--- src/logic/sprx_consts.svh ---
// constants for the receiver status and input select block
`ifndef SPRX_CONSTS_SVH
`define SPRX_CONSTS_SVH

// ****************************************
// clock and timing
// ****************************************
`define SPRX_CLK_HZ          64'd125000000
`define SPRX_SWITCH_US       64'd2700
`define SPRX_RELEASE_MS      64'd342
`define SPRX_RATE_WIN_FRAMES 32
`define SPRX_RATE_TOL_PERMIL 35
`define SPRX_RATE_CNT_W      18

// ****************************************
// measured rate codes
// ****************************************
`define SPRX_FS_44K1  4'h0
`define SPRX_FS_BAD   4'h1
`define SPRX_FS_48K   4'h2
`define SPRX_FS_32K   4'h3
`define SPRX_FS_88K2  4'h8
`define SPRX_FS_96K   4'ha
`define SPRX_FS_64K   4'hb
`define SPRX_FS_176K4 4'hc
`define SPRX_FS_128K  4'hd
`define SPRX_FS_192K  4'he
`define SPRX_FS_RESET `SPRX_FS_BAD

// ****************************************
// channel status layout
// ****************************************
`define SPRX_CS_READ_BITS   40
`define SPRX_CS_BLOCK_LAST  8'hbf
`define SPRX_CS_PRO_BIT     0
`define SPRX_CS_NONPCM_BIT  1
`define SPRX_CS_EMPH_LSB    3
`define SPRX_CS_EMPH_5015   3'h1

`endif

--- src/logic/sprx_pkg.sv ---
// types for the receiver status and input select block
package sprx_pkg;

  typedef enum logic [1:0] {
    SPRX_GPO_NONPCM = 2'h0,
    SPRX_GPO_THRU   = 2'h1,
    SPRX_GPO_LOW    = 2'h2,
    SPRX_GPO_HIGH   = 2'h3
  } sprx_gpo_func_type;

  typedef enum logic [2:0] {
    SPRX_MTR_IDLE  = 3'h1,
    SPRX_MTR_ARM   = 3'h2,
    SPRX_MTR_COUNT = 3'h4
  } sprx_mtr_state_type;

endpackage

--- src/logic/sprx_rate_meter.sv ---
// crystal-clock cycle counter over a fixed number of frames
`timescale 1ns/1ps
`include "sprx_consts.svh"

module sprx_rate_meter #(
  parameter int unsigned WIN_FRAMES = `SPRX_RATE_WIN_FRAMES,
  parameter int unsigned CNT_W      = `SPRX_RATE_CNT_W
) (
  input  wire logic             clk,
  input  wire logic             rst,
  input  wire logic             run,
  input  wire logic             frame_tick,
  output logic                  done,
  output logic [CNT_W-1:0]      count
);

  sprx_pkg::sprx_mtr_state_type state_q;
  sprx_pkg::sprx_mtr_state_type state_d;
  logic [CNT_W-1:0] cyc_q;
  logic [7:0]       frm_q;
  logic             win_end;
  logic             cyc_full;

  assign cyc_full = &cyc_q;
  assign win_end  = frame_tick && (frm_q == 8'(WIN_FRAMES - 1));

  // ****************************************
  // window control
  // ****************************************
  always_comb begin
    case (state_q)
      sprx_pkg::SPRX_MTR_IDLE:  state_d = run ? sprx_pkg::SPRX_MTR_ARM : sprx_pkg::SPRX_MTR_IDLE;
      sprx_pkg::SPRX_MTR_ARM:   state_d = !run ? sprx_pkg::SPRX_MTR_IDLE :
                                          frame_tick ? sprx_pkg::SPRX_MTR_COUNT :
                                          sprx_pkg::SPRX_MTR_ARM;
      sprx_pkg::SPRX_MTR_COUNT: state_d = !run ? sprx_pkg::SPRX_MTR_IDLE :
                                          win_end ? sprx_pkg::SPRX_MTR_ARM :
                                          sprx_pkg::SPRX_MTR_COUNT;
      default:                  state_d = sprx_pkg::SPRX_MTR_IDLE;
    endcase
  end

  always_ff @(posedge clk or posedge rst) begin
    if (rst) begin
      state_q <= sprx_pkg::SPRX_MTR_IDLE;
      cyc_q   <= '0;
      frm_q   <= 8'h00;
      done    <= 1'b0;
      count   <= '0;
    end else begin
      state_q <= state_d;
      done    <= 1'b0;
      if (state_q != sprx_pkg::SPRX_MTR_COUNT) begin
        cyc_q <= '0;
        frm_q <= 8'h00;
      end else begin
        if (!cyc_full) begin
          cyc_q <= cyc_q + 1'b1;
        end
        if (frame_tick) begin
          frm_q <= frm_q + 8'h01;
        end
        if (win_end && run) begin
          done  <= 1'b1;
          count <= cyc_q;
        end
      end
    end
  end

endmodule

--- src/logic/sprx_status.sv ---
// fault pin, rate measurement, channel status and input routing
//
// Overview of operation
// mute mode: fault pin shows mute, clock switch
// fault edge one clock before frame edge
// host enables delayed release for analog mute
// rate reported as fixed four-bit code
// rate measured on crystal clock from lock
// continuous oscillator keeps rate code following input
// rate outside tolerance window raises fault
// auto-stop: measure once, freeze until unlock
// readable fault bit valid in any mode
// first forty status bits readable by host
// status pins refresh once per block
// general pin non-PCM flag, multi pin emphasis
// multi pin starts released, host sets input
// demod and pass-through sources chosen independently
// function codes 10/11 drive static selector level
// flags dropped when pins serve other uses
// default: non-PCM and active-low emphasis flags
// host enables non-PCM auto mute beforehand
// default fault: lock and parity; mute: low pulse
// clock switch 2.7ms after lock change, muted
// code 00 status bit, 01 pass-through, default 00
// readback values are read-only, side-effect free
`timescale 1ns/1ps
`include "sprx_consts.svh"

module sprx_status #(
  parameter int unsigned SWITCH_CYC  = 32'((`SPRX_CLK_HZ * `SPRX_SWITCH_US) / 64'd1000000),
  parameter int unsigned RELEASE_CYC = 32'((`SPRX_CLK_HZ * `SPRX_RELEASE_MS) / 64'd1000),
  parameter int unsigned WIN_FRAMES  = `SPRX_RATE_WIN_FRAMES,
  parameter int unsigned CNT_W       = `SPRX_RATE_CNT_W
) (
  input  wire logic        clk,
  input  wire logic        rst,
  input  wire logic        pll_lock,
  input  wire logic        parity_error,
  input  wire logic        frame_tick,
  input  wire logic        frame_edge_next,
  input  wire logic        cs_bit,
  input  wire logic        cs_valid,
  input  wire logic        cs_block_start,
  input  wire logic        fault_pin_function_select,
  input  wire logic        mute_release_delay_select,
  input  wire logic        nonaudio_auto_mute_enable,
  input  wire logic        osc_continuous_run,
  input  wire logic        multi_pin_direction_select,
  input  wire logic        demod_source_select,
  input  wire logic        passthrough_source_select,
  input  wire logic [1:0]  general_output_function_select,
  input  wire logic        primary_receive_input,
  input  wire logic        multi_purpose_pin_in,
  output logic             fault_pin,
  output logic             serial_mute,
  output logic             recovered_clock_select,
  output logic             demod_data,
  output logic             general_output_pin,
  output logic             multi_purpose_pin_out,
  output logic             multi_purpose_pin_oe,
  output logic [3:0]       measured_rate_code,
  output logic             fault_state_readback,
  output logic [39:0]      received_channel_status
);

  localparam int unsigned RATES = 9;
  localparam int unsigned RATE_HZ [RATES] = '{44100, 48000, 32000, 88200, 96000,
                                              64000, 176400, 128000, 192000};
  localparam logic [3:0] RATE_CODE [RATES] = '{`SPRX_FS_44K1, `SPRX_FS_48K, `SPRX_FS_32K,
                                               `SPRX_FS_88K2, `SPRX_FS_96K, `SPRX_FS_64K,
                                               `SPRX_FS_176K4, `SPRX_FS_128K, `SPRX_FS_192K};

  // ****************************************
  // rate decoding
  // ****************************************
  function automatic logic [31:0] rate_bound(input int unsigned fs, input int unsigned permil);
    logic [63:0] t;
    t = (`SPRX_CLK_HZ * 64'(WIN_FRAMES) * 64'(permil)) / (64'(fs) * 64'd1000);
    return t[31:0];
  endfunction

  function automatic logic [3:0] rate_classify(input logic [CNT_W-1:0] cnt);
    logic [3:0] code;
    code = `SPRX_FS_BAD;
    for (int i = 0; i < RATES; i++) begin
      if (32'(cnt) >= rate_bound(RATE_HZ[i], 1000 - `SPRX_RATE_TOL_PERMIL) &&
          32'(cnt) <= rate_bound(RATE_HZ[i], 1000 + `SPRX_RATE_TOL_PERMIL)) begin
        code = RATE_CODE[i];
      end
    end
    return code;
  endfunction

  // ****************************************
  // pin synchronisers
  // ****************************************
  logic [1:0] rx_sync_q;
  logic [1:0] mp_sync_q;

  always_ff @(posedge clk or posedge rst) begin
    if (rst) begin
      rx_sync_q <= 2'h0;
      mp_sync_q <= 2'h0;
    end else begin
      rx_sync_q <= {rx_sync_q[0], primary_receive_input};
      mp_sync_q <= {mp_sync_q[0], multi_purpose_pin_in};
    end
  end

  // ****************************************
  // clock switch timing
  // ****************************************
  logic        lock_prev_q;
  logic        switch_busy_q;
  logic [31:0] switch_cnt_q;
  logic        lock_change;

  assign lock_change = pll_lock != lock_prev_q;

  always_ff @(posedge clk or posedge rst) begin
    if (rst) begin
      lock_prev_q            <= 1'b0;
      switch_busy_q          <= 1'b0;
      switch_cnt_q           <= 32'h0;
      recovered_clock_select <= 1'b0;
    end else begin
      lock_prev_q <= pll_lock;
      if (lock_change) begin
        switch_busy_q <= 1'b1;
        switch_cnt_q  <= 32'(SWITCH_CYC - 1);
      end else if (switch_busy_q) begin
        if (switch_cnt_q == 32'h0) begin
          switch_busy_q          <= 1'b0;
          recovered_clock_select <= pll_lock;
        end else begin
          switch_cnt_q <= switch_cnt_q - 32'h1;
        end
      end
    end
  end

  // ****************************************
  // sample rate measurement
  // ****************************************
  logic             mtr_run;
  logic             mtr_done;
  logic [CNT_W-1:0] mtr_count;
  logic [3:0]       rate_new;
  logic             rate_seen_q;
  logic             rate_frozen_q;
  logic             rate_bad_q;

  assign mtr_run  = pll_lock && (osc_continuous_run || !rate_frozen_q);
  assign rate_new = rate_classify(mtr_count);

  sprx_rate_meter #(
    .WIN_FRAMES (WIN_FRAMES),
    .CNT_W      (CNT_W)
  ) u_meter (
    .clk        (clk),
    .rst        (rst),
    .run        (mtr_run),
    .frame_tick (frame_tick),
    .done       (mtr_done),
    .count      (mtr_count)
  );

  always_ff @(posedge clk or posedge rst) begin
    if (rst) begin
      measured_rate_code <= `SPRX_FS_RESET;
      rate_seen_q        <= 1'b0;
      rate_frozen_q      <= 1'b0;
      rate_bad_q         <= 1'b0;
    end else begin
      if (!pll_lock) begin
        rate_seen_q   <= 1'b0;
        rate_frozen_q <= 1'b0;
      end else if (mtr_done && mtr_run) begin
        measured_rate_code <= rate_new;
        rate_seen_q        <= 1'b1;
        rate_frozen_q      <= !osc_continuous_run;
        rate_bad_q         <= rate_new == `SPRX_FS_BAD;
      end
    end
  end

  // ****************************************
  // channel status capture
  // ****************************************
  logic [7:0]  cs_idx_q;
  logic [7:0]  cs_idx_d;
  logic [39:0] cs_shadow_q;
  logic        block_end;
  logic        nonaudio_flag_q;
  logic        emph_flag_q;
  logic        cs_ready_q;
  logic        emph_now;

  assign cs_idx_d  = cs_block_start ? 8'h00 : cs_idx_q + 8'h01;
  assign block_end = cs_valid && cs_idx_d == `SPRX_CS_BLOCK_LAST;
  assign emph_now  = !cs_shadow_q[`SPRX_CS_PRO_BIT] && !cs_shadow_q[`SPRX_CS_NONPCM_BIT] &&
                     cs_shadow_q[`SPRX_CS_EMPH_LSB +: 3] == `SPRX_CS_EMPH_5015;

  always_ff @(posedge clk or posedge rst) begin
    if (rst) begin
      cs_idx_q                <= 8'h00;
      cs_shadow_q             <= 40'h0;
      received_channel_status <= 40'h0;
      nonaudio_flag_q         <= 1'b0;
      emph_flag_q             <= 1'b0;
      cs_ready_q              <= 1'b0;
    end else if (cs_valid) begin
      cs_idx_q <= cs_idx_d;
      if (cs_idx_d < 8'(`SPRX_CS_READ_BITS)) begin
        cs_shadow_q[cs_idx_d[5:0]] <= cs_bit;
      end
      if (block_end) begin
        received_channel_status <= cs_shadow_q;
        nonaudio_flag_q         <= cs_shadow_q[`SPRX_CS_NONPCM_BIT];
        emph_flag_q             <= emph_now;
        cs_ready_q              <= 1'b1;
      end
    end
  end

  // ****************************************
  // fault and mute
  // ****************************************
  logic        parity_hold_q;
  logic        busy_prev_q;
  logic [31:0] hold_cnt_q;
  logic        err_now;
  logic        mute_now;

  assign err_now  = !pll_lock || parity_hold_q || switch_busy_q || rate_bad_q ||
                    (pll_lock && !rate_seen_q);
  assign mute_now = switch_busy_q || hold_cnt_q != 32'h0 ||
                    (busy_prev_q && mute_release_delay_select) ||
                    (nonaudio_auto_mute_enable && nonaudio_flag_q);

  always_ff @(posedge clk or posedge rst) begin
    if (rst) begin
      parity_hold_q        <= 1'b0;
      busy_prev_q          <= 1'b0;
      hold_cnt_q           <= 32'h0;
      serial_mute          <= 1'b1;
      fault_pin            <= 1'b1;
      fault_state_readback <= 1'b1;
    end else begin
      parity_hold_q <= parity_error || (parity_hold_q && !frame_tick);
      busy_prev_q   <= switch_busy_q;
      if (switch_busy_q) begin
        hold_cnt_q <= 32'h0;
      end else if (busy_prev_q && mute_release_delay_select) begin
        hold_cnt_q <= 32'(RELEASE_CYC);
      end else if (hold_cnt_q != 32'h0) begin
        hold_cnt_q <= hold_cnt_q - 32'h1;
      end
      serial_mute          <= mute_now;
      fault_state_readback <= err_now;
      if (!fault_pin_function_select) begin
        fault_pin <= err_now;
      end else if (frame_edge_next) begin
        fault_pin <= !mute_now;
      end
    end
  end

  // ****************************************
  // input routing and flag pins
  // ****************************************
  logic gpo_d;
  logic thru_data;

  assign thru_data = passthrough_source_select ? mp_sync_q[1] : rx_sync_q[1];

  always_comb begin
    case (general_output_function_select)
      sprx_pkg::SPRX_GPO_NONPCM: gpo_d = nonaudio_flag_q;
      sprx_pkg::SPRX_GPO_THRU:   gpo_d = thru_data;
      sprx_pkg::SPRX_GPO_LOW:    gpo_d = 1'b0;
      sprx_pkg::SPRX_GPO_HIGH:   gpo_d = 1'b1;
      default:                   gpo_d = 1'b0;
    endcase
  end

  always_ff @(posedge clk or posedge rst) begin
    if (rst) begin
      demod_data            <= 1'b0;
      general_output_pin    <= 1'b0;
      multi_purpose_pin_out <= 1'b0;
      multi_purpose_pin_oe  <= 1'b0;
    end else begin
      demod_data            <= demod_source_select ? mp_sync_q[1] : rx_sync_q[1];
      general_output_pin    <= gpo_d;
      multi_purpose_pin_out <= 1'b0;
      multi_purpose_pin_oe  <= !multi_pin_direction_select && cs_ready_q &&
                               emph_flag_q;
    end
  end
endmodule
--- config.mk ---
export PLATFORM = sky130hd
export DESIGN_NAME = sprx_status
export DESIGN_NICKNAME = d
export VERILOG_FILES = /design/src/logic/sprx_pkg.sv /design/src/logic/sprx_rate_meter.sv /design/src/logic/sprx_status.sv
export VERILOG_INCLUDE_DIRS = /design/src /design/src/logic
export SDC_FILE = /design/constraint.sdc
export NUM_CORES = 1
export LEC_CHECK = 0
export ABC_CLOCK_PERIOD_IN_PS = 4800
export BUFFER_PORTS_ARGS = -buffer_cell sky130_fd_sc_hd__clkbuf_2
export CAP_MARGIN = 0
export CELL_PAD_IN_SITES_DETAIL_PLACEMENT = 1
export CELL_PAD_IN_SITES_GLOBAL_PLACEMENT = 1
export CORE_MARGIN = 10
export CORE_UTILIZATION = 25
export DETAILED_ROUTE_END_ITERATION = 12
export MAX_ROUTING_LAYER = met4
export PLACE_DENSITY = 0.46
export SYNTH_ARGS = -nofsm -noshare
export SYNTH_HDL_FRONTEND = slang
export SYNTH_HIERARCHICAL = 1
export SYNTH_SLANG_ARGS = --single-unit
--- constraint.sdc ---
create_clock -name clk -period 4.8 [get_ports clk]
set_input_delay 0.48 -clock clk [delete_from_list [all_inputs] [get_ports clk]]
set_output_delay 0.48 -clock clk [all_outputs]
set_load 0.01 [all_outputs]
==> results.rst, run 1 <==
.. list-table::
   :header-rows: 1

   * - Metric
     - Value
   * - Area growth from synthesis to layout
     - 16.3%
   * - Setup repair after global routing missed its margin
     - no
   * - Ratio of final minimum period to clock period
     - 66.4%
   * - VDD IR max
     - 0.000284 V
   * - Capturing element type of the critical path
     - register
   * - Number of library cell types mapped by synthesis
     - 87
   * - Simple-gate area share of the yosys netlist
     - 19.7%
   * - Ratio of cells with drive above 1 in the final layout
     - 21.8%
   * - Post-Synth XOR/XNOR Area
     - 5.16%
   * - Setup slack on the worst flop-to-flop path
     - 1.61 ns
   * - Maximum frequency from static timing analysis
     - 314 MHz
   * - Power density of the placed cells
     - 328 mW/mm²
   * - Maximum count of clock buffers along a single path
     - 3
   * - Area of the core
     - 0.0452 mm²
   * - Dominant combinational cell family by area after synthesis
     - simple AND/OR/NAND/NOR gates
   * - Leakage
     - 5.87 nW
   * - Worst path slowest cell
     - sky130_fd_sc_hd__nor2_1
   * - Routability Congestion
     - 0.770
   * - Clock latency on the worst-skew pair
     - 0.58 ns
   * - Hold Crit Start
     - multi_pin_direction_select
   * - Post-synthesis instance area
     - 0.0114 mm²
   * - DR iter-0 viols
     - 370
   * - Clock net sink count
     - 224
   * - Cells traversed along the worst timing path
     - or4_4, nor4_1, nand4_1, nor2_1, buf_4, a21oi_1, o221a_2
   * - Worst hold slack
     - 0.0517 ns
   * - Most used flip-flop cell after synthesis
     - sky130_fd_sc_hd__dfrtp_1
   * - Kind of path behind the tightest hold check
     - in -> reg
   * - Wire length per cell
     - 17.9 µm
   * - Port Buf Inserts
     - 70
   * - Maximum single-stage delay on the critical path
     - 0.59 ns
   * - Overflow left after global routing
     - 0
   * - Ranking of synthesized cells by area
     - sky130_fd_sc_hd__dfrtp_1, sky130_fd_sc_hd__mux2_2, sky130_fd_sc_hd__nand2_1
   * - Register clock-pin slew on the reported worst setup and hold paths
     - 0.06 ns
   * - Final cell count without fillers
     - 1746
   * - Share of the synthesized area in the top cell type
     - 48.2%
   * - HPWL after detailed placement
     - 21100 µm
   * - Number of detailed-routing iterations run before antenna repair
     - 4
   * - Top cell type by total area after synthesis
     - sky130_fd_sc_hd__dfrtp_1
   * - Adder-cell share of the synthesized area
     - 0.550%
   * - Startpoint class of the critical path
     - register
   * - Clock tree from TritonCTS
     - yes
   * - Reg2reg end
     - hold_cnt_q[4]$_DFFE_PP0P_
   * - Number of global-route vias before repair
     - 8946
   * - Number of nets in the layout
     - 1150
   * - Ratio of routed vias to standard cells
     - 4.82
   * - Placed insts
     - 1694
   * - I/O pin count
     - 72
   * - Largest net degree at the start of global routing
     - 165
   * - Aggregate global-route resource usage
     - 11.8%
   * - Worst-case reg-to-reg path depth
     - 7
   * - Number of cells produced by synthesis
     - 1082
   * - Worst hold path stage count
     - 2
   * - Syn_area_per_cell
     - 10.5 µm²
   * - Resize count post-CTS
     - 0
   * - Final Hold Fails
     - 0
   * - Die span in y
     - 233 µm
   * - Antenna violations before repair
     - 0
   * - H-tree level count
     - 1
   * - Most frequent cells after synthesis
     - sky130_fd_sc_hd__dfrtp_1, sky130_fd_sc_hd__nand2_1, sky130_fd_sc_hd__nor2_1
   * - Antenna diode instance count
     - 0
   * - Actual transition at the worst max-transition pin
     - 0.969 ns
   * - Most numerous cell in the Yosys netlist
     - sky130_fd_sc_hd__dfrtp_1
   * - Data required time at the worst endpoint
     - 5.27 ns
   * - Complex-gate fraction of the synthesized area
     - 11.2%
   * - Worst relative slew slack
     - 34.9%
   * - Filler cells
     - 5059
   * - Worst Path Class, Setup
     - reg -> reg
   * - Number of synthesized register bits
     - 224
   * - Final setup slack of the worst path
     - 1.61 ns
   * - Number of max-cap violations
     - 0
   * - Remaining number of nets flagged by the antenna check after routing
     - 0
   * - Final setup violating endpoints
     - 0
   * - Remaining design rule violation count
     - 0
   * - CP arrival
     - 3.66 ns
   * - Post-route setup TNS
     - 0 ns
   * - Total number of vias
     - 8409
   * - Origin of the critical flop-to-flop path
     - hold_cnt_q[7]$_DFFE_PP0P_
   * - Proportion of synthesized flip-flops having asynchronous set or reset
     - 100%
   * - Portion of netlist area occupied by mux cells
     - 10.6%
   * - Initial core utilization
     - 25.2%
   * - Total Die Area
     - 0.0544 mm²
   * - Die width
     - 233 µm
   * - Post-synth EDFFs
     - 0
   * - Total nets after synthesis
     - 1107
   * - Worst Setup Slack post-DPL
     - 1.63 ns
   * - Buffer type at the clock tree root
     - sky130_fd_sc_hd__clkbuf_16
   * - Outcome
     - completed
   * - Number of core rows
     - 78
   * - First-pass GRT wire length
     - 51400 µm
   * - Worst clock skew
     - 0.0451 ns
   * - Pins Over Slew Limit
     - 0
   * - Endpoint of the worst hold path
     - multi_purpose_pin_oe$_DFF_PP0_
   * - CP Max Fanout
     - 13
   * - Min cycle time layout
     - 3.19 ns
   * - Routed Wire Length
     - 31200 µm
   * - Sequential cell area fraction in the yosys report
     - 49.3%
   * - Number of warnings issued by yosys
     - 6
   * - Number of buffers added by the clock tree synthesis step
     - 28
   * - Power after layout
     - 4.34 mW
power breakdown:
group	internal [mW]	switching, mW	total, mW
Clock	1.33	0.837	2.17
Combinational	0.0656	0.124	0.190
Sequential	1.94	0.0457	1.98
Total	3.33	1.01	4.34
layout make-up:
cell class	count	area [µm²]	share of cell area, %
well taps	600	751	5.67
flip-flops and latches	224	5610	42.4
inverters	21	82.6	0.624
clock buffers	44	821	6.20
clock inverters	7	138	1.04
multi-input cells	771	5400	40.8
repair buffers	79	433	3.27
placed cells by master (no fill, tap or decap), types with 9 or more instances in the layout:
master / count
sky130_fd_sc_hd__inv_1: 19
sky130_fd_sc_hd__o21ai_0: 37
sky130_fd_sc_hd__o21ai_2: 10
sky130_fd_sc_hd__nand3_1: 29
sky130_fd_sc_hd__mux2_2: 72
sky130_fd_sc_hd__nor2_1: 81
sky130_fd_sc_hd__clkbuf_1: 10
sky130_fd_sc_hd__and2_1: 9
sky130_fd_sc_hd__mux2_1: 29
sky130_fd_sc_hd__nand2_1: 103
sky130_fd_sc_hd__a31oi_1: 10
sky130_fd_sc_hd__xor2_1: 28
sky130_fd_sc_hd__dfrtp_1: 219
sky130_fd_sc_hd__clkbuf_16: 28
sky130_fd_sc_hd__nand4_1: 14
sky130_fd_sc_hd__a21oi_1: 28
sky130_fd_sc_hd__nor4_1: 21
sky130_fd_sc_hd__nor3_1: 36
sky130_fd_sc_hd__and3_1: 10
sky130_fd_sc_hd__or4_1: 14
sky130_fd_sc_hd__clkbuf_2: 70
sky130_fd_sc_hd__nand2b_1: 12
sky130_fd_sc_hd__or3_1: 18
sky130_fd_sc_hd__xnor2_1: 38
through the flow:
stage               utilization (%)  instance area [µm²]
finish                         29.3                13200
CTS                            29.3                13200
global route                   29.3                13200
floorplan                         -                11400
detailed placement             27.1                12300
global placement               27.1                12300
critical path, delay by kind of cell (launching register included):
| family | cells | cell delay (ns) |
|---|---|---|
| buffers and inverters | 1 | 0.31 |
| AOI/OAI and AO/OA | 2 | 0.35 |
| and+or+nand+nor | 4 | 2.03 |
| DFF | 1 | 0.40 |
metal layers:
metal  wire length, µm  vias up  GRT usage (%)
met5                 0        -              -
met4               642        0           2.74
met3              1150       45           1.71
met2             14600      116           18.7
met1             14900     4256           15.7
li1                  -     3992              -
timing repair:
item,in CTS,in global routing
hold buffers,1,0
buffers inserted,0,0
endpoints found under the hold margin,12,0
logic make-up (layout without fill, tap and decap cells):
family | after synthesis | after routing
simple gates | 408 | 408
flops | 224 | 224
compound gates | 182 | 182
mux | 108 | 108
buf+inv | 87 | 151
xor+xnor | 67 | 67
fa+ha+maj | 5 | 5
other cells | 1 | 1
worst max path at each step:
stage                                          from                                     end  slack, ns  cells past startpoint
after detailed placement    cs_idx_q[0]$_DFFE_PP0P_  received_channel_status[9]$_DFFE_PP0P_       1.63                      7
after floorplan                                 rst                   busy_prev_q$_DFF_PP0_       2.07                      1
final                     hold_cnt_q[7]$_DFFE_PP0P_               hold_cnt_q[4]$_DFFE_PP0P_       1.61                      7
after global routing      hold_cnt_q[0]$_DFFE_PP0P_               hold_cnt_q[4]$_DFFE_PP0P_       1.38                      9
after CTS                 hold_cnt_q[7]$_DFFE_PP0P_               hold_cnt_q[4]$_DFFE_PP0P_       1.61                      7
after global placement      cs_idx_q[0]$_DFFE_PP0P_  received_channel_status[9]$_DFFE_PP0P_       1.70                      7
flip-flops by register name, indices dropped and copies added, names as in the netlist, 2 cells and up:
register / flops
cs_idx_q: 8
cs_shadow_q: 40
hold_cnt_q: 32
measured_rate_code: 4
mp_sync_q: 2
received_channel_status: 40
rx_sync_q: 2
switch_cnt_q: 32
u_meter/count: 18
u_meter/cyc_q: 18
u_meter/frm_q: 8
u_meter/state_q: 3
No activity file was read; power rests on OpenSTA's default activity.
==> run 2, diff against run 1 <==
--- a/config.mk
+++ b/config.mk
@@ -6,7 +6,8 @@
 export SDC_FILE = /design/constraint.sdc
 export NUM_CORES = 1
 export LEC_CHECK = 0
-export ABC_CLOCK_PERIOD_IN_PS = 4800
+export ABC_AREA = 1
+export ABC_CLOCK_PERIOD_IN_PS = 2750
 export BUFFER_PORTS_ARGS = -buffer_cell sky130_fd_sc_hd__clkbuf_2
 export CAP_MARGIN = 0
 export CELL_PAD_IN_SITES_DETAIL_PLACEMENT = 1
@@ -15,7 +16,7 @@
 export CORE_UTILIZATION = 25
 export DETAILED_ROUTE_END_ITERATION = 12
 export MAX_ROUTING_LAYER = met4
-export PLACE_DENSITY = 0.46
+export PLACE_DENSITY = 0.49
 export SYNTH_ARGS = -nofsm -noshare
 export SYNTH_HDL_FRONTEND = slang
 export SYNTH_HIERARCHICAL = 1
==> constraint.sdc (replaced) <==
create_clock -name clk -period 2.75 [get_ports clk]
set_input_delay 0.275 -clock clk [delete_from_list [all_inputs] [get_ports clk]]
set_output_delay 0.275 -clock clk [all_outputs]
set_load 0.01 [all_outputs]
==> run 2 against run 1 <==
Net effect:
- via count is 30% higher
- routed wire length is 23% higher
- clock power up 82%
- register-to-register slack got worse by 1.3 ns
- count of clock-buffer cells in the layout is 1 lower
- worst hold slack lost 0.020 ns
==> results.rst, run 2 <==
.. list-table::
   :header-rows: 1

   * - Metric
     - Value
   * - CP arrival
     - 2.95 ns (was 3.66 ns)
   * - CP Max Fanout
     - 6 (was 13)
   * - Ratio of cells with drive above 1 in the final layout
     - 12.0% (was 21.8%)
   * - Initial core utilization
     - 25.4% (was 25.2%)
   * - Capturing element type of the critical path
     - register (unchanged)
   * - HPWL after detailed placement
     - 28600 µm (was 21100 µm)
   * - Worst clock skew
     - 0.0186 ns (was 0.0451 ns)
   * - Wire length per cell
     - 16.3 µm (was 17.9 µm)
   * - Syn_area_per_cell
     - 7.50 µm² (was 10.5 µm²)
   * - Commonest cells after routing, fill and taps aside
     - sky130_fd_sc_hd__nand2_1, sky130_fd_sc_hd__inv_1, sky130_fd_sc_hd__dfrtp_1 (was sky130_fd_sc_hd__dfrtp_1, sky130_fd_sc_hd__nand2_1, sky130_fd_sc_hd__nor2_1)
   * - Proportion of synthesized flip-flops having asynchronous set or reset
     - 100% (unchanged)
   * - Dominant combinational cell family by area after synthesis
     - simple AND/OR/NAND/NOR gates (unchanged)
   * - Number of synthesized register bits
     - 224 (unchanged)
   * - Number of max-cap violations
     - 0 (unchanged)
   * - Complex-gate fraction of the synthesized area
     - 11.4% (was 11.2%)
   * - Most frequent cells after synthesis
     - sky130_fd_sc_hd__nand2_1, sky130_fd_sc_hd__inv_1, sky130_fd_sc_hd__dfrtp_1 (was sky130_fd_sc_hd__dfrtp_1, sky130_fd_sc_hd__nand2_1, sky130_fd_sc_hd__nor2_1)
   * - Number of cells produced by synthesis
     - 1624 (was 1082)
   * - Power density of the placed cells
     - 538 mW/mm² (was 328 mW/mm²)
   * - Top cell type by total area after synthesis
     - sky130_fd_sc_hd__dfrtp_1 (unchanged)
   * - Buffer type at the clock tree root
     - sky130_fd_sc_hd__clkbuf_16 (unchanged)
   * - Number of warnings issued by yosys
     - 6 (unchanged)
   * - Antenna violations before repair
     - 1 (was 0)
   * - Setup slack on the worst flop-to-flop path
     - 0.30 ns (was 1.61 ns)
   * - DR iter-0 viols
     - 548 (was 370)
   * - Post-route setup TNS
     - 0 ns (unchanged)
   * - Final standard cell area without fillers
     - 0.0144 mm² (was 0.0132 mm²)
   * - Pins Over Slew Limit
     - 0 (unchanged)
   * - Clock latency on the worst-skew pair
     - 0.57 ns (was 0.58 ns)
   * - Ratio of routed vias to standard cells
     - 4.63 (was 4.82)
   * - Setup repair after global routing missed its margin
     - no (unchanged)
   * - Min cycle time layout
     - 2.45 ns (was 3.19 ns)
   * - VDD IR max
     - 0.000421 V (was 0.000284 V)
   * - Power after layout
     - 7.75 mW (was 4.34 mW)
   * - Register clock-pin slew on the reported worst setup and hold paths
     - 0.06 ns (about the same)
   * - Maximum frequency from static timing analysis
     - 409 MHz (was 314 MHz)
   * - Area after detailed placement
     - 0.0132 mm² (was 0.0123 mm²)
   * - Overflow left after global routing
     - 0 (unchanged)
   * - Post-Synth XOR/XNOR Area
     - 2.09% (was 5.16%)
   * - Post-synthesis instance area
     - 0.0122 mm² (was 0.0114 mm²)
   * - Number of nets in the layout
     - 1748 (was 1150)
   * - I/O pin count
     - 72 (unchanged)
   * - First-pass GRT wire length
     - 62900 µm (was 51400 µm)
   * - Most numerous cell in the Yosys netlist
     - sky130_fd_sc_hd__nand2_1 (was sky130_fd_sc_hd__dfrtp_1)
   * - Number of detailed-routing iterations run before antenna repair
     - 5 (was 4)
   * - Simple-gate area share of the yosys netlist
     - 30.4% (was 19.7%)
   * - Largest net degree at the start of global routing
     - 103 (was 165)
   * - Most used flip-flop cell after synthesis
     - sky130_fd_sc_hd__dfrtp_1 (unchanged)
   * - Routability Congestion
     - 0.828 (was 0.770)
   * - Worst relative slew slack
     - 58.5% (was 34.9%)
   * - Port Buf Inserts
     - 70 (unchanged)
   * - Post-synth EDFFs
     - 0 (unchanged)
   * - Routed Wire Length
     - 38500 µm (was 31200 µm)
   * - H-tree level count
     - 1 (unchanged)
   * - Die width
     - 241 µm (was 233 µm)
   * - Total Die Area
     - 0.0579 mm² (was 0.0544 mm²)
   * - Remaining design rule violation count
     - 0 (unchanged)
   * - Remaining number of nets flagged by the antenna check after routing
     - 0 (unchanged)
   * - Top Registers
     - cs_shadow_q (40), received_channel_status (40) (unchanged)
   * - Worst Path Class, Setup
     - reg -> reg (unchanged)
   * - Area of the core
     - 0.0479 mm² (was 0.0452 mm²)
   * - Number of global-route vias before repair
     - 11424 (was 8946)
   * - Clock tree from TritonCTS
     - yes (unchanged)
   * - Number of library cell types mapped by synthesis
     - 47 (was 87)
   * - Leakage
     - 7.01 nW (was 5.87 nW)
   * - Ratio of final minimum period to clock period
     - 89.0% (was 66.4%)
   * - Total nets after synthesis
     - 1649 (was 1107)
   * - Actual transition at the worst max-transition pin
     - 0.617 ns (was 0.969 ns)
   * - Aggregate global-route resource usage
     - 13.7% (was 11.8%)
   * - Final Hold Fails
     - 0 (unchanged)
   * - Sequential cell area fraction in the yosys report
     - 46.1% (was 49.3%)
   * - Data required time at the worst endpoint
     - 3.25 ns (was 5.27 ns)
   * - Final setup violating endpoints
     - 0 (unchanged)
   * - Number of buffers added by the clock tree synthesis step
     - 29 (was 28)
   * - Share of the synthesized area in the top cell type
     - 45.0% (was 48.2%)
   * - Worst hold slack
     - 0.0318 ns (was 0.0517 ns)
   * - Number of core rows
     - 80 (was 78)
   * - Maximum count of clock buffers along a single path
     - 3 (unchanged)
   * - Startpoint class of the critical path
     - register (unchanged)
   * - Ranking of synthesized cells by area
     - sky130_fd_sc_hd__dfrtp_1, sky130_fd_sc_hd__nand2_1, sky130_fd_sc_hd__inv_1 (was sky130_fd_sc_hd__dfrtp_1, sky130_fd_sc_hd__mux2_2, sky130_fd_sc_hd__nand2_1)
   * - Die span in y
     - 241 µm (was 233 µm)
   * - Adder-cell share of the synthesized area
     - 0.514% (was 0.550%)
   * - Kind of path behind the tightest hold check
     - in -> reg (unchanged)
   * - Total number of vias
     - 10936 (was 8409)
   * - Outcome
     - completed (unchanged)
   * - Portion of netlist area occupied by mux cells
     - 0% (was 10.6%)
   * - Area growth from synthesis to layout
     - 18.2% (was 16.3%)
   * - Clock net sink count
     - 224 (unchanged)
   * - Commonest non-fill, non-tap cell in the layout
     - sky130_fd_sc_hd__nand2_1 (was sky130_fd_sc_hd__dfrtp_1)
## run 2: changes by cell type after synthesis, sizes merged, moves of 17 or more
cell / before / now
o21ai: 51 / 160
nand4: 15 / 32
xnor2: 38 / 4
or3: 18 / 0
clkbuf: 47 / 14
mux2: 101 / 0
nor2: 82 / 218
nand3: 30 / 157
or4: 19 / 1
nand2: 104 / 362
inv: 21 / 228
a21oi: 29 / 64
## run 2: final timing paths
check                                          endpoint                      start  depth (start not counted)
hold reg to reg                  mp_sync_q[1]$_DFF_PP0_     mp_sync_q[0]$_DFF_PP0_                          0
setup reg to reg                  fault_pin$_DFFE_PP1P_  hold_cnt_q[0]$_DFFE_PP0P_                         11
min in group asynchronous  switch_cnt_q[16]$_DFFE_PP0P_                        rst                          3
setup / recovery                  fault_pin$_DFFE_PP1P_  hold_cnt_q[0]$_DFFE_PP0P_                         11
max in group asynchronous    cs_shadow_q[3]$_DFFE_PP0P_                        rst                          4
hold / removal                  parity_hold_q$_DFF_PP0_                 frame_tick                          2
## run 2: layout make-up
| type | instances | area, µm² |
|---|---|---|
| Clock buffer | 43 | 828 |
| Clock inverter | 10 | 154 |
| Timing Repair Buffer | 114 | 728 |
| Sequential cell | 224 | 5610 |
| Antenna cell | 2 | 5.00 |
| Multi-Input combinational cell | 1125 | 5430 |
| Inverter | 229 | 863 |
| Tap cell | 615 | 769 |
| Fill cell | 5788 | 33600 |
## run 2: kinds of logic after synthesis
family / count (synthesis)
flip-flops: 224
AO/OA/AOI/OAI: 253
adder cells (fa/ha/maj): 5
XOR/XNOR: 29
AND/OR/NAND/NOR: 837
buffers and inverters: 275
other: 1
## run 2: routing by layer
metal  track usage [%]  routed length (µm)
met1              18.9               19500
met4              3.22                 789
met5                 -                   0
met2              20.8               17000
met3              1.94                1210
## run 2: power by group
group | internal [mW] | switching (mW)
logic | 0.112 | 0.274
registers | 3.37 | 0.0513
clock network | 2.44 | 1.50
## run 2: critical path: stages (launching register included)
cell and delay [ns]:
sky130_fd_sc_hd__dfrtp_1 0.35, sky130_fd_sc_hd__inv_1 0.13, sky130_fd_sc_hd__ha_1 0.21, sky130_fd_sc_hd__nand2_1 0.17
sky130_fd_sc_hd__nor2_2 0.16, sky130_fd_sc_hd__nand2_1 0.10, sky130_fd_sc_hd__nor3_4 0.19, sky130_fd_sc_hd__nand2_2 0.13
sky130_fd_sc_hd__inv_1 0.15, sky130_fd_sc_hd__nand3_1 0.10, sky130_fd_sc_hd__a31oi_1 0.13, sky130_fd_sc_hd__dlygate4sd3_1 0.56
## run 2: metrics by stage
| stage | instances | worst slack [ns] | utilization (%) |
|---|---|---|---|
| detailed placement | 2292 | 0.333 | 27.6 |
| global placement | 2292 | 0.404 | 27.6 |
| finish | 2362 | 0.303 | 30.0 |
| floorplan | 1624 | 0.226 | - |
| global route | 2361 | 0.0396 | 30.0 |
| CTS | 2359 | 0.0576 | 30.0 |
## run 2: what timing repair did
item | 4_1_cts | 5_1_grt
setup endpoints to repair | 0 | 1
setup buffers | 0 | 1
hold buffers | 14 | 0
endpoints found under the hold margin | 38 | 0
gates resized for setup | 0 | 2
==> run 3, diff against run 2 <==
--- a/config.mk
+++ b/config.mk
@@ -7,16 +7,15 @@
 export NUM_CORES = 1
 export LEC_CHECK = 0
 export ABC_AREA = 1
-export ABC_CLOCK_PERIOD_IN_PS = 2750
+export ABC_CLOCK_PERIOD_IN_PS = 2700
 export BUFFER_PORTS_ARGS = -buffer_cell sky130_fd_sc_hd__clkbuf_2
 export CAP_MARGIN = 0
 export CELL_PAD_IN_SITES_DETAIL_PLACEMENT = 1
 export CELL_PAD_IN_SITES_GLOBAL_PLACEMENT = 1
-export CORE_MARGIN = 10
 export CORE_UTILIZATION = 25
 export DETAILED_ROUTE_END_ITERATION = 12
 export MAX_ROUTING_LAYER = met4
-export PLACE_DENSITY = 0.49
+export PLACE_DENSITY = 0.47
 export SYNTH_ARGS = -nofsm -noshare
 export SYNTH_HDL_FRONTEND = slang
 export SYNTH_HIERARCHICAL = 1
==> constraint.sdc (replaced) <==
create_clock -name clk -period 2.7 [get_ports clk]
set_input_delay 0.27 -clock clk [delete_from_list [all_inputs] [get_ports clk]]
set_output_delay 0.27 -clock clk [all_outputs]
set_load 0.01 [all_outputs]
==> run 3 against run 2 <==
Net effect:
- final cell count up 0.21%
- sequential cell count unchanged
- worst setup slack gained 0.066 ns
- via count barely moved
- sequential power grew 2%
- first-iteration DRC count shrank 6.4%
- combinational power grew 5.7%
- critical path type unchanged
- largest cell class unchanged
==> results.rst, run 3 (synthesized netlist as in run 2, its figures left out) <==
.. list-table::
   :header-rows: 1

   * - Metric
     - Value
   * - Number of nets in the layout
     - 1755 (was 1748)
   * - Top Registers
     - cs_shadow_q (40), received_channel_status (40) (unchanged)
   * - Kind of path behind the tightest hold check
     - in -> reg (unchanged)
   * - Worst clock skew
     - 0.0286 ns (was 0.0186 ns)
   * - Number of buffers added by the clock tree synthesis step
     - 29 (unchanged)
   * - Clock net sink count
     - 224 (unchanged)
   * - Number of detailed-routing iterations run before antenna repair
     - 6 (was 5)
   * - Power after layout
     - 7.81 mW (was 7.75 mW)
   * - Routed Wire Length
     - 38600 µm (was 38500 µm)
   * - Worst Path Class, Setup
     - reg -> reg (unchanged)
   * - Number of global-route vias before repair
     - 11434 (was 11424)
   * - Post-CTS Setup Inserts
     - 0 (unchanged)
   * - Die width
     - 223 µm (was 241 µm)
   * - Min cycle time layout
     - 2.33 ns (was 2.45 ns)
   * - Clock latency on the worst-skew pair
     - 0.58 ns (was 0.57 ns)
   * - Overflow left after global routing
     - 0 (unchanged)
   * - CP Max Fanout
     - 7 (was 6)
   * - DR iter-0 viols
     - 513 (was 548)
   * - Remaining design rule violation count
     - 0 (unchanged)
   * - Data required time at the worst endpoint
     - 3.14 ns (was 3.25 ns)
   * - Maximum count of clock buffers along a single path
     - 3 (unchanged)
   * - Final setup violating endpoints
     - 0 (unchanged)
   * - Capturing element type of the critical path
     - register (unchanged)
   * - CP arrival
     - 2.77 ns (was 2.95 ns)
   * - H-tree level count
     - 1 (unchanged)
   * - Area of the core
     - 0.0478 mm² (was 0.0479 mm²)
   * - Maximum frequency from static timing analysis
     - 429 MHz (was 409 MHz)
   * - Startpoint of the worst setup timing path
     - u_meter/count[16]$_DFFE_PP0P_ (was hold_cnt_q[0]$_DFFE_PP0P_)
   * - Pins Over Slew Limit
     - 0 (unchanged)
   * - Clock tree from TritonCTS
     - yes (unchanged)
   * - Ratio of final minimum period to clock period
     - 86.3% (was 89.0%)
   * - Filler cells
     - 5876 (was 5788)
   * - Final Hold Fails
     - 0 (unchanged)
   * - Worst hold path stage count
     - 3 (was 2)
   * - Resize count post-CTS
     - 0 (unchanged)
   * - Post-route setup TNS
     - 0 ns (unchanged)
   * - Commonest non-fill, non-tap cell in the layout
     - sky130_fd_sc_hd__nand2_1 (unchanged)
   * - Worst hold slack
     - 0.0477 ns (was 0.0318 ns)
   * - Area growth from synthesis to layout
     - 18.6% (was 18.2%)
   * - VDD IR max
     - 0.000483 V (was 0.000421 V)
   * - Origin of the critical flop-to-flop path
     - u_meter/count[16]$_DFFE_PP0P_ (was hold_cnt_q[0]$_DFFE_PP0P_)
   * - Power density of the placed cells
     - 541 mW/mm² (was 538 mW/mm²)
   * - Largest net degree at the start of global routing
     - 59 (was 103)
   * - Setup slack on the worst flop-to-flop path
     - 0.37 ns (was 0.30 ns)
   * - Startpoint class of the critical path
     - register (unchanged)
   * - Outcome
     - completed (unchanged)
   * - Aggregate global-route resource usage
     - 16.4% (was 13.7%)
   * - Antenna violations before repair
     - 0 (was 1)
   * - I/O pin count
     - 72 (unchanged)
   * - Worst-case reg-to-reg path depth
     - 11 (unchanged)
   * - Port Buf Inserts
     - 70 (unchanged)
   * - Routability Congestion
     - 0.830 (was 0.828)
   * - Ratio of routed vias to standard cells
     - 4.62 (was 4.63)
   * - Ratio of cells with drive above 1 in the final layout
     - 12.5% (was 12.0%)
   * - Buffer type at the clock tree root
     - sky130_fd_sc_hd__clkbuf_16 (unchanged)
   * - Reg2reg end
     - measured_rate_code[3]$_DFFE_PP0P_ (was fault_pin$_DFFE_PP1P_)
   * - First-pass GRT wire length
     - 63900 µm (was 62900 µm)
   * - HPWL after detailed placement
     - 28600 µm (about the same)
   * - Actual transition at the worst max-transition pin
     - 0.759 ns (was 0.617 ns)
   * - Remaining number of nets flagged by the antenna check after routing
     - 0 (unchanged)
   * - Commonest cells after routing, fill and taps aside
     - sky130_fd_sc_hd__nand2_1, sky130_fd_sc_hd__inv_1, sky130_fd_sc_hd__dfrtp_1 (unchanged)
   * - Number of max-cap violations
     - 0 (unchanged)
   * - Die span in y
     - 223 µm (was 241 µm)
   * - Initial core utilization
     - 25.4% (about the same)
   * - Antenna diode instance count
     - 0 (was 2)
   * - Wire length per cell
     - 16.3 µm (about the same)
   * - Setup repair after global routing missed its margin
     - no (unchanged)
   * - Worst relative slew slack
     - 49.3% (was 58.5%)
   * - Leakage
     - 7.04 nW (was 7.01 nW)
   * - Total number of vias
     - 10942 (was 10936)
   * - Number of core rows
     - 80 (unchanged)
   * - Register clock-pin slew on the reported worst setup and hold paths
     - 0.06 ns (about the same)
   * - Total Die Area
     - 0.0496 mm² (was 0.0579 mm²)
   * - Worst setup endpoint
     - measured_rate_code[3]$_DFFE_PP0P_ (was fault_pin$_DFFE_PP1P_)
-- run 3: changes by cell type in the layout (fill, tap and decap cells not counted) --
| cell | delta |
|---|---|
| sky130_fd_sc_hd__inv_6 | +2 |
| sky130_fd_sc_hd__dlygate4sd3_1 | +1 |
| sky130_fd_sc_hd__nand2_1 | +1 |
| sky130_fd_sc_hd__diode_2 | -2 |
| sky130_fd_sc_hd__nor3_4 | -1 |
| sky130_fd_sc_hd__clkbuf_8 | +5 |
| sky130_fd_sc_hd__buf_12 | +2 |
| sky130_fd_sc_hd__bufinv_16 | -3 |
| sky130_fd_sc_hd__nand2_2 | -1 |
| sky130_fd_sc_hd__clkbuf_1 | -5 |
| sky130_fd_sc_hd__buf_4 | +4 |
| sky130_fd_sc_hd__nor3_2 | +1 |
| sky130_fd_sc_hd__clkinvlp_4 | +1 |
-- run 3: power breakdown --
| part | total [mW] | leakage [nW] | switching [mW] | internal (mW) |
|---|---|---|---|---|
| Combinational | 0.408 | 3.75 | 0.283 | 0.125 |
| Sequential | 3.48 | 2.81 | 0.0514 | 3.43 |
| Clock | 3.92 | 0.481 | 1.58 | 2.34 |
-- run 3: metrics by stage --
step	worst slack (ns)	utilization, %	instance area [µm²]	cells
2_1_floorplan	0.181	-	12200	1624
3_3_place_gp	0.372	27.8	13300	2299
5_1_grt	0.0711	30.2	14400	2367
6_report	0.370	30.2	14400	2367
3_5_place_dp	0.357	27.8	13300	2299
4_1_cts	0.331	30.2	14400	2367
-- run 3: worst max-delay path: stages (launching register included) --
cell and delay (ns):
sky130_fd_sc_hd__dfrtp_1 0.38, sky130_fd_sc_hd__nor2_1 0.50, sky130_fd_sc_hd__nand2_1 0.24, sky130_fd_sc_hd__nor2_1 0.27, sky130_fd_sc_hd__nand3_1 0.11, sky130_fd_sc_hd__nand3_1 0.08
sky130_fd_sc_hd__nand2_1 0.05, sky130_fd_sc_hd__nand2_1 0.12, sky130_fd_sc_hd__nand2_1 0.08, sky130_fd_sc_hd__nor2_1 0.16, sky130_fd_sc_hd__nand3_1 0.09, sky130_fd_sc_hd__o21a_1 0.11
-- run 3: layout make-up --
cell class                 count  area, µm²  area share [%]
tap                          615        769            5.33
timing repair buffer         121        808            5.60
sequential                   224       5610            38.9
multi-input combinational   1125       5420            37.5
inverter                     229        863            5.98
clock buffer                  43        878            6.08
clock inverter                10       88.8           0.615
-- run 3: metal layers --
layer | wire, µm | global-route usage (%) | up-vias
met5 | 0 | - | -
met3 | 1050 | 1.98 | 42
li1 | - | - | 5461
met2 | 17100 | 25.3 | 109
met1 | 19700 | 22.9 | 5330
met4 | 720 | 3.54 | 0
-- run 3: how the worst min path moves through the flow --
stage	from	endpoint	slack [ns]
CTS	frame_tick	u_meter/frm_q[1]$_DFFE_PP0P_	0.03
global route	frame_tick	u_meter/frm_q[1]$_DFFE_PP0P_	0.08
finish	frame_tick	u_meter/frm_q[1]$_DFFE_PP0P_	0.05
floorplan	pll_lock	lock_prev_q$_DFF_PP0_	0.30
global placement	mp_sync_q[0]$_DFF_PP0_	mp_sync_q[1]$_DFF_PP0_	0.33
detailed placement	mp_sync_q[0]$_DFF_PP0_	mp_sync_q[1]$_DFF_PP0_	0.34
-- run 3: repair_timing --
action	in CTS	in global routing
hold buffers	15	0
hold endpoints to repair	61	0
setup endpoints to repair	0	0
